### config.mk
export PLATFORM = sky130hd
export DESIGN_NAME = sat_span_ctrl
export DESIGN_NICKNAME = d
export VERILOG_FILES = /design/src/sat_pkg.sv /design/src/sat_ctl_if.sv /design/src/sat_field_decode.sv /design/src/sat_span_ctrl.sv
export VERILOG_INCLUDE_DIRS = /design/src
export SDC_FILE = /design/constraint.sdc
export NUM_CORES = 1
export LEC_CHECK = 0
export BUFFER_PORTS_ARGS = -buffer_cell sky130_fd_sc_hd__clkbuf_2
export CAP_MARGIN = 20
export CORE_ASPECT_RATIO = 2
export CORE_MARGIN = 2
export CORE_UTILIZATION = 47
export CTS_BUF_LIST = sky130_fd_sc_hd__clkbuf_2
export DETAILED_ROUTE_END_ITERATION = 8
export PLACE_DENSITY = 0.84
export SYNTH_ARGS = -nofsm -noshare
export SYNTH_HDL_FRONTEND = slang
export SYNTH_SLANG_ARGS = --single-unit
export TNS_END_PERCENT = 5
### constraint.sdc
create_clock -name SYS_CLK -period 1 [get_ports SYS_CLK]
set_input_delay 0.25 -clock SYS_CLK [delete_from_list [all_inputs] [get_ports SYS_CLK]]
set_output_delay 0.25 -clock SYS_CLK [all_outputs]
set_load 0.05 [all_outputs]
### src/sat_defs.svh
`ifndef SAT_DEFS_SVH
`define SAT_DEFS_SVH

// ****************************************************************
// Bus decode
// ****************************************************************
`define SAT_ADDR_W          8
`define SAT_DATA_W          8
`define SAT_ADDR_LOW        8'h75
`define SAT_ADDR_HIGH       8'h76

// ****************************************************************
// High byte field positions
// ****************************************************************
`define SAT_HI_CODE_LSB     0
`define SAT_HI_CODE_MSB     1
`define SAT_HI_TRIM_A       3
`define SAT_HI_TRIM_B       4
`define SAT_HI_DEC_A        5
`define SAT_HI_DEC_B        6
`define SAT_HI_POLARITY     7

// ****************************************************************
// Attenuation code
// ****************************************************************
`define SAT_CODE_W          10
`define SAT_CODE_LEVELS     1024

// ****************************************************************
// Output enable vector positions
// ****************************************************************
`define SAT_TRIM_MAIN       0
`define SAT_TRIM_FM         1
`define SAT_TRIM_LO2        2
`define SAT_RELAY_X1        0
`define SAT_RELAY_X0P1      1
`define SAT_RELAY_X0P01     2

// ****************************************************************
// Reset values
// ****************************************************************
`define SAT_RST_BYTE        8'h00
`define SAT_RST_EN3         3'h0

`endif

### src/sat_pkg.sv
package sat_pkg;

    // ****************************************************************
    // State of the bus capture logic
    // ****************************************************************
    typedef struct packed {
        logic       strobe_d;
        logic       hit_low;
        logic       hit_high;
        logic [7:0] data_hold;
        logic [7:0] low_byte;
        logic [7:0] high_byte;
    } sat_cap_st_t;

    // ****************************************************************
    // State of the field decoder
    // ****************************************************************
    typedef struct packed {
        logic [2:0] trim_en;
        logic [2:0] relay_en;
    } sat_dec_st_t;

endpackage

### src/sat_ctl_if.sv
`timescale 1ns/1ps
`default_nettype none

// Carries the high control byte to the decoder and its enables back
interface sat_ctl_if;
    logic [7:0] high_byte;
    logic [2:0] trim_en;
    logic [2:0] relay_en;

    modport ctl (output high_byte, input trim_en, input relay_en);
    modport dec (input high_byte, output trim_en, output relay_en);
endinterface

`default_nettype wire

### src/sat_field_decode.sv
`include "sat_defs.svh"
`timescale 1ns/1ps
`default_nettype none

module sat_field_decode (
    // Clock and reset
    input  wire logic   clk,
    input  wire logic   arst_n,
    // Control byte in, enables out
    sat_ctl_if.dec      ctl
);

    sat_pkg::sat_dec_st_t st;
    sat_pkg::sat_dec_st_t next_st;

    // ****************************************************************
    // Decode of trim and decade fields
    // ****************************************************************

    // Registered so relay drivers never see decode glitches
    always_comb begin
        next_st = st;
        case ({ctl.high_byte[`SAT_HI_TRIM_A], ctl.high_byte[`SAT_HI_TRIM_B]})
            2'h0:    next_st.trim_en = 3'h1; // Main coil
            2'h1:    next_st.trim_en = 3'h2; // FM coil
            2'h2:    next_st.trim_en = 3'h4; // Second oscillator
            default: next_st.trim_en = 3'h0; // Unlisted code, no trim
        endcase
        case ({ctl.high_byte[`SAT_HI_DEC_A], ctl.high_byte[`SAT_HI_DEC_B]})
            2'h0:    next_st.relay_en = 3'h1; // x1
            2'h2:    next_st.relay_en = 3'h2; // x0.1
            2'h1:    next_st.relay_en = 3'h4; // x0.01
            default: next_st.relay_en = 3'h0; // Unlisted code, no relay
        endcase
    end

    // State register
    always_ff @(posedge clk or negedge arst_n) begin
        if (!arst_n) begin
            st.trim_en  <= `SAT_RST_EN3;
            st.relay_en <= `SAT_RST_EN3;
        end else begin
            st <= next_st;
        end
    end

    assign ctl.trim_en  = st.trim_en;
    assign ctl.relay_en = st.relay_en;
endmodule

`default_nettype wire

### src/sat_span_ctrl.sv
// Overview of operation
// - While the data strobe is high, address 75 pulls the low select low and 76 the high one.
// - The addressed byte is stored when the strobe falls and held until that address is rewritten.
// - The low byte is the eight least significant bits of the attenuation code.
// - The high byte carries the two top code bits plus polarity, trim and decade fields.
// - Polarity bit low selects the inverting path, high the non-inverting one.
// - The ten code bits together choose one of 1024 evenly spaced attenuation levels.
// - Trim bits a,b decode 00 main coil, 01 FM coil, 10 second oscillator, one at most.
// - Decade bits a,b decode 00 x1, 10 x0.1, 01 x0.01, exactly one relay each.
`include "sat_defs.svh"
`timescale 1ns/1ps
`default_nettype none

module sat_span_ctrl #(
    parameter int CODE_W = `SAT_CODE_W
) (
    // Clock and reset
    input  wire logic              SYS_CLK,
    input  wire logic              ARST_N,
    // Host bus
    input  wire logic [7:0]        ADDR,
    input  wire logic [7:0]        DATA,
    input  wire logic              DATA_VALID,
    // Latch selects, active low
    output logic                   SEL_LOW_N,
    output logic                   SEL_HIGH_N,
    // Attenuator code and path
    output logic [CODE_W-1:0]      ATTEN_CODE,
    output logic                   SWEEP_NONINVERT,
    // Calibration trims
    output logic                   TRIM_MAIN_EN,
    output logic                   TRIM_FM_EN,
    output logic                   TRIM_LO2_EN,
    // Decade relays
    output logic                   RELAY_X1,
    output logic                   RELAY_X0P1,
    output logic                   RELAY_X0P01
);

    sat_pkg::sat_cap_st_t st;
    sat_pkg::sat_cap_st_t next_st;
    logic                 hit_low;
    logic                 hit_high;
    logic                 strobe_fall;

    sat_ctl_if ctl ();

    // ****************************************************************
    // Address decode
    // ****************************************************************

    // Selects only while the strobe is high
    // Pure decode with no flop, so a select may glitch while the address settles
    assign hit_low    = DATA_VALID && (ADDR == `SAT_ADDR_LOW);
    assign hit_high   = DATA_VALID && (ADDR == `SAT_ADDR_HIGH);
    assign SEL_LOW_N  = !hit_low;
    assign SEL_HIGH_N = !hit_high;

    // Trailing edge of the strobe, seen one clock late
    // Costs a cycle of latency but keeps every commit on the system clock
    assign strobe_fall = st.strobe_d && !DATA_VALID;

    // ****************************************************************
    // Capture on the trailing edge
    // ****************************************************************

    // Address and byte are sampled while the strobe is high, because at
    // the falling edge the host may already be moving the bus
    always_comb begin
        next_st = st;
        next_st.strobe_d = DATA_VALID;
        if (DATA_VALID) begin
            next_st.hit_low   = hit_low;
            next_st.hit_high  = hit_high;
            next_st.data_hold = DATA;
        end
        if (strobe_fall) begin
            if (st.hit_low) begin
                next_st.low_byte = st.data_hold;
            end
            if (st.hit_high) begin
                next_st.high_byte = st.data_hold;
            end
            next_st.hit_low  = 1'b0;
            next_st.hit_high = 1'b0;
        end
    end

    // State register, no reset value is defined so bytes clear to zero
    always_ff @(posedge SYS_CLK or negedge ARST_N) begin
        if (!ARST_N) begin
            st.strobe_d  <= 1'b0;
            st.hit_low   <= 1'b0;
            st.hit_high  <= 1'b0;
            st.data_hold <= `SAT_RST_BYTE;
            st.low_byte  <= `SAT_RST_BYTE;
            st.high_byte <= `SAT_RST_BYTE;
        end else begin
            st <= next_st;
        end
    end

    // ****************************************************************
    // Field outputs
    // ****************************************************************

    // High bits on top of the low byte; bit one means level high
    assign ATTEN_CODE = {st.high_byte[`SAT_HI_CODE_MSB:`SAT_HI_CODE_LSB], st.low_byte};
    // Low selects gain -1, high selects gain +1
    assign SWEEP_NONINVERT = st.high_byte[`SAT_HI_POLARITY];

    // Code updates per byte as each lands; the host pairs the two writes
    // Trim and relay decode lives in the leaf
    assign ctl.high_byte = st.high_byte;

    sat_field_decode u_decode (
        .clk    (SYS_CLK),
        .arst_n (ARST_N),
        .ctl    (ctl)
    );

    // Positive logic drive to the switches and relays
    assign TRIM_MAIN_EN = ctl.trim_en[`SAT_TRIM_MAIN];
    assign TRIM_FM_EN   = ctl.trim_en[`SAT_TRIM_FM];
    assign TRIM_LO2_EN  = ctl.trim_en[`SAT_TRIM_LO2];
    assign RELAY_X1     = ctl.relay_en[`SAT_RELAY_X1];
    assign RELAY_X0P1   = ctl.relay_en[`SAT_RELAY_X0P1];
    assign RELAY_X0P01  = ctl.relay_en[`SAT_RELAY_X0P01];
endmodule

`default_nettype wire

==> Word-level counts from Yosys, hierarchy flattened <==
Cells that the tools add are included.
{ "op_classes": {"magnitude_cmp": 0, "div_mod_pow": 0, "mul": 0, "shift": 0, "n_eq_ne": 6, "bitwise_logic": 0, "n_addsub": 0, "n_mux": 4, "reduce_logical": 11} }
{ "ops": {"columns": ["cell", "count"], "rows": [
  ["$pmux W3 S3", 2],
  ["$eq A8 B7 Y1 const B", 2],
  ["$mux W10", 1],
  ["$eq A2 B1 Y1 const B", 2],
  ["$eq A2 B2 Y1 const B", 2],
  ["$logic_not A2 Y1", 2],
  ["$reduce_and A2 Y1", 2],
  ["$logic_and A1 B1 Y1", 3],
  ["$logic_not A1 Y1", 3],
  ["$mux W2", 1],
  ["$reduce_bool A2 Y1", 1]
]} }
{ "word_totals": {"latch_bits": 0, "mem_bits_ro": 0, "mem_count": 0, "wordCells": 29, "input_bits": 19, "mem_bits_rw": 0, "regBits": 33} }

==> Longest topological paths before layout <==
{ "depth": {"depth_word": 4, "mapped_depth": 3} }

==> Cells and area by module <==
Synthesis repeated with hierarchy kept, for this count alone.
{ "hier_totals": {"cells_unflattened": 85, "hier_area_um2": 1330.0} }
{ "modules_own_cells": {"columns": ["mod", "instances", "seq_area_each_um2", "area_each_um2", "cells_each"], "rows": [
  ["sat_span_ctrl", 1, 675.6, 1137.3, 73],
  ["sat_field_decode", 1, 150.1, 192.7, 12]
]} }

==> Least setup slack after synthesis <==
OpenSTA, ideal clock, no wires.
{ "synth_path": {"path_type": "input-to-output", "startpoint": "input DATA_VALID", "endpoint": "output SEL_HIGH_N", "stages": 3, "arrival_ns": 1.032, "t_required_ns": 0.750, "path_slack_ns": -0.282, "path_cell_list": "buf_4 and4b_4 nand3_1"} }
{ "synth_between": {"elab_chain_len": 2} }
{ "synth_rtl": {"columns": ["item", "line_no", "rtl"], "rows": [
  ["start, declared", "sat_span_ctrl.sv:23", "input wire logic DATA_VALID,"],
  ["$logic_and A1 B1 Y1", "sat_span_ctrl.sv:55", "assign hit_high = DATA_VALID && (ADDR == `SAT_ADDR_HIGH);"],
  ["$logic_not A1 Y1", "sat_span_ctrl.sv:57", "assign SEL_HIGH_N = !hit_high;"],
  ["end, declared", "sat_span_ctrl.sv:26", "output logic SEL_HIGH_N,"]
]} }
Every way passes these cells.

==> Final worst setup path <==
{ "layout_path": {"startpoint": "register, netlist name ctl.high_byte[0]", "endpoint": "output ATTEN_CODE[8]"} }
{ "layout_rtl": {"columns": ["item", "line_no", "rtl"], "rows": [
  ["end, declared", "sat_span_ctrl.sv:28", "output logic [CODE_W-1:0] ATTEN_CODE,"]
]} }
No word-level cell between the ends.

==> qor.txt <==
HP Class = input pin to register
Sequential area share after synthesis = 62.4%
# clock sinks = 32
Fraction of final layout cells sized beyond drive strength 1 = 65.3%
Min Tclk post-route = 1.21 ns
TritonCTS Buffers = 5
Number of antenna violations at the first check in global routing = 0
CTS tree = done
Synth area leader = dfrtp_1
Final setup viols = 34
Syn avg cell area = 15.5 sq um
Status = complete, but fails checks
Worst-skew pair later-pin latency = 0.36 ns
Drt first pass iters = 4
Crit-path slowest cell = dfrtp_1
Slew @ Worst Pin = 0.320 ns
Ports = 38
Initial Utilization = 50.0%
Post-route cell area = 1780 sq um
Distinct cell type count after synthesis = 10
Ant diodes = 0
Via count = 773
Core area = 2570 sq um
CP required = 0.75 ns
# DRC = 0
Max incr delay on CP = 0.44 ns
Buf+Inv Stages, Crit Path = 1
CP cell instances = buf_8
Yosys top cell area share = 62.4%
Crit path launch = ctl.high_byte[0]
Cell count after synthesis = 83
Post-DP HPWL = 1590 um
Maxcap violations = 0
Register bit total from synthesis = 32
Clk Tree Root Cell = clkbuf_2
Vias in the first global route = 860
Fillers = 176
Total routed wirelength = 2250 um
Pre-CTS setup slack = -0.266 ns
Reg clk slew, reported paths = 0.16 ns
Dpl cell area = 1500 sq um
Post-route antenna net violation count = 0
Final Net Count = 142
RSZ-0062 raised after global routing = yes
Crit Path Category = register to output pin
GRT Total Usage = 18.6%
Via/cell ratio = 5.09
Register Area = 802 sq um
Clock buffer depth = 2
Largest net degree at the start of global routing = 33
CP endpoint kind = output pin
Most frequent cells in the layout = 31 x dfrtp_1, 24 x clkbuf_2, 20 x mux2_2, 19 x buf_8, 6 x nor2b_1
Routed WL per cell = 14.8 um
Worst hold slack = 0.104 ns
Fin Clk Skew = 0.0177 ns
Syn Nets = 102
Final GP Congestion = 0.747
Die area = 3190 sq um
Number of core rows = 26
Crit start category = register
Setup ws final = -0.212 ns
Multi-input logic area = 438 sq um
Crit Path Max Fanout = 2
# port buffers = 37
Reg2reg start = st[26]
Die Wd = 41.0 um
Tot Pwr = 2510 uW
Initial DRC count = 21
Worst Hold Launch = DATA[1]
Fin. Hold Viols = 0
Arr. time, crit path = 0.96 ns
Most common cell after layout, fill and taps aside = dfrtp_1
Critical path's top delay family = flip-flops
Netlist Area Pre-Place = 1280 sq um
Synth warnings = 0
Htree depth = 2
Overflow after GRT = 0
Top cells by area, synth = dfrtp_1 62%, mux2_2 20%, buf_4 6.4%
Peak Freq = 825 MHz
First-pass GRT wire length = 3900 um
Slew Viols, Final = 0
Util after Layout = 69.4%
Static Leak = 0.000922 uW
Slew margin rel. = 78.6%
Die extent in y = 77.9 um
P&R area growth vs syn = 38.9%
Power Density = 1410 nW/um^2
Failing checks = negative setup slack
Maximum vdd drop = 1.20 mV
Final worst path period share = 121%
-- cell type report --
class                      instances  area share (%)
multi-input combinational         40            24.6
sequential                        32            45.0
clock buffer                       6            1.68
clock inverter                     2            1.96
tap                               28            1.96
timing repair buffer              44            24.8
-- cell usage after synthesis, drive strengths merged --
cell and n:
a32o 2, and3b 1, and4b 1, buf 11
dfrtp 32, mux2 23, nand3 2, nand3b 2
nor2 3, nor2b 6
-- layer usage --
layer / track usage [%] / up-vias / wire length (um)
met5: 0 / - / 0
met4: 9.00 / 0 / 51
met3: 6.86 / 5 / 132
met2: 30.5 / 29 / 1370
met1: 18.9 / 380 / 696
li1: - / 359 / -
-- sequential cells by signal (all words and copies together) (netlist names) --
register               cells
st                        11
ATTEN_CODE                 8
ctl.high_byte              7
u_decode.ctl.trim_en       3
u_decode.ctl.relay_en      3
-- worst paths after layout --
kind                       depth (start not counted)                       end  slack [ns]
max                                                1             ATTEN_CODE[8]       -0.21
min                                                2                    st[17]        0.10
max in group asynchronous                          3                    st[26]        0.46
min in group asynchronous                          3             ATTEN_CODE[1]        0.35
min reg2reg                                        1  u_decode.ctl.relay_en[0]        0.47
max reg2reg                                        2             ATTEN_CODE[5]       -0.09
-- per-stage QoR --
step / setup TNS (ns) / instances
2_1_floorplan: -0.163 / 83
3_3_place_gp: -3.19 / 142
3_5_place_dp: -3.47 / 142
4_1_cts: -5.18 / 152
5_1_grt: -6.11 / 152
6_report: -4.49 / 152
-- what timing repair did --
action / in CTS / in global routing
buffers inserted: 1 / 0
setup endpoints to repair: 34 / 34
gates resized for setup: 43 / 19
gates cloned: 0 / 0
hold buffers: 1 / 0
pin swaps: 0 / 0
endpoints found under the hold margin: 32 / 0
-- where the power goes --
part           total (uW)  switching (uW)  internal [uW]
clock network         845             414            431
registers            1390            40.3           1350
logic                 278             137            141
total                2510             591           1920
-- cells by family (layout without fill, tap and decap cells) --
kind of cell           after synthesis  count (layout)  synth area share, %
multiplexers                        23              23                 20.2
AND/OR/NAND/NOR                     15              15                 9.45
AO/OA/AOI/OAI                        2               2                 1.56
buffers and inverters               11              52                 6.43
flip-flops                          32              32                 62.4
(Power assumes the default switching activity.)
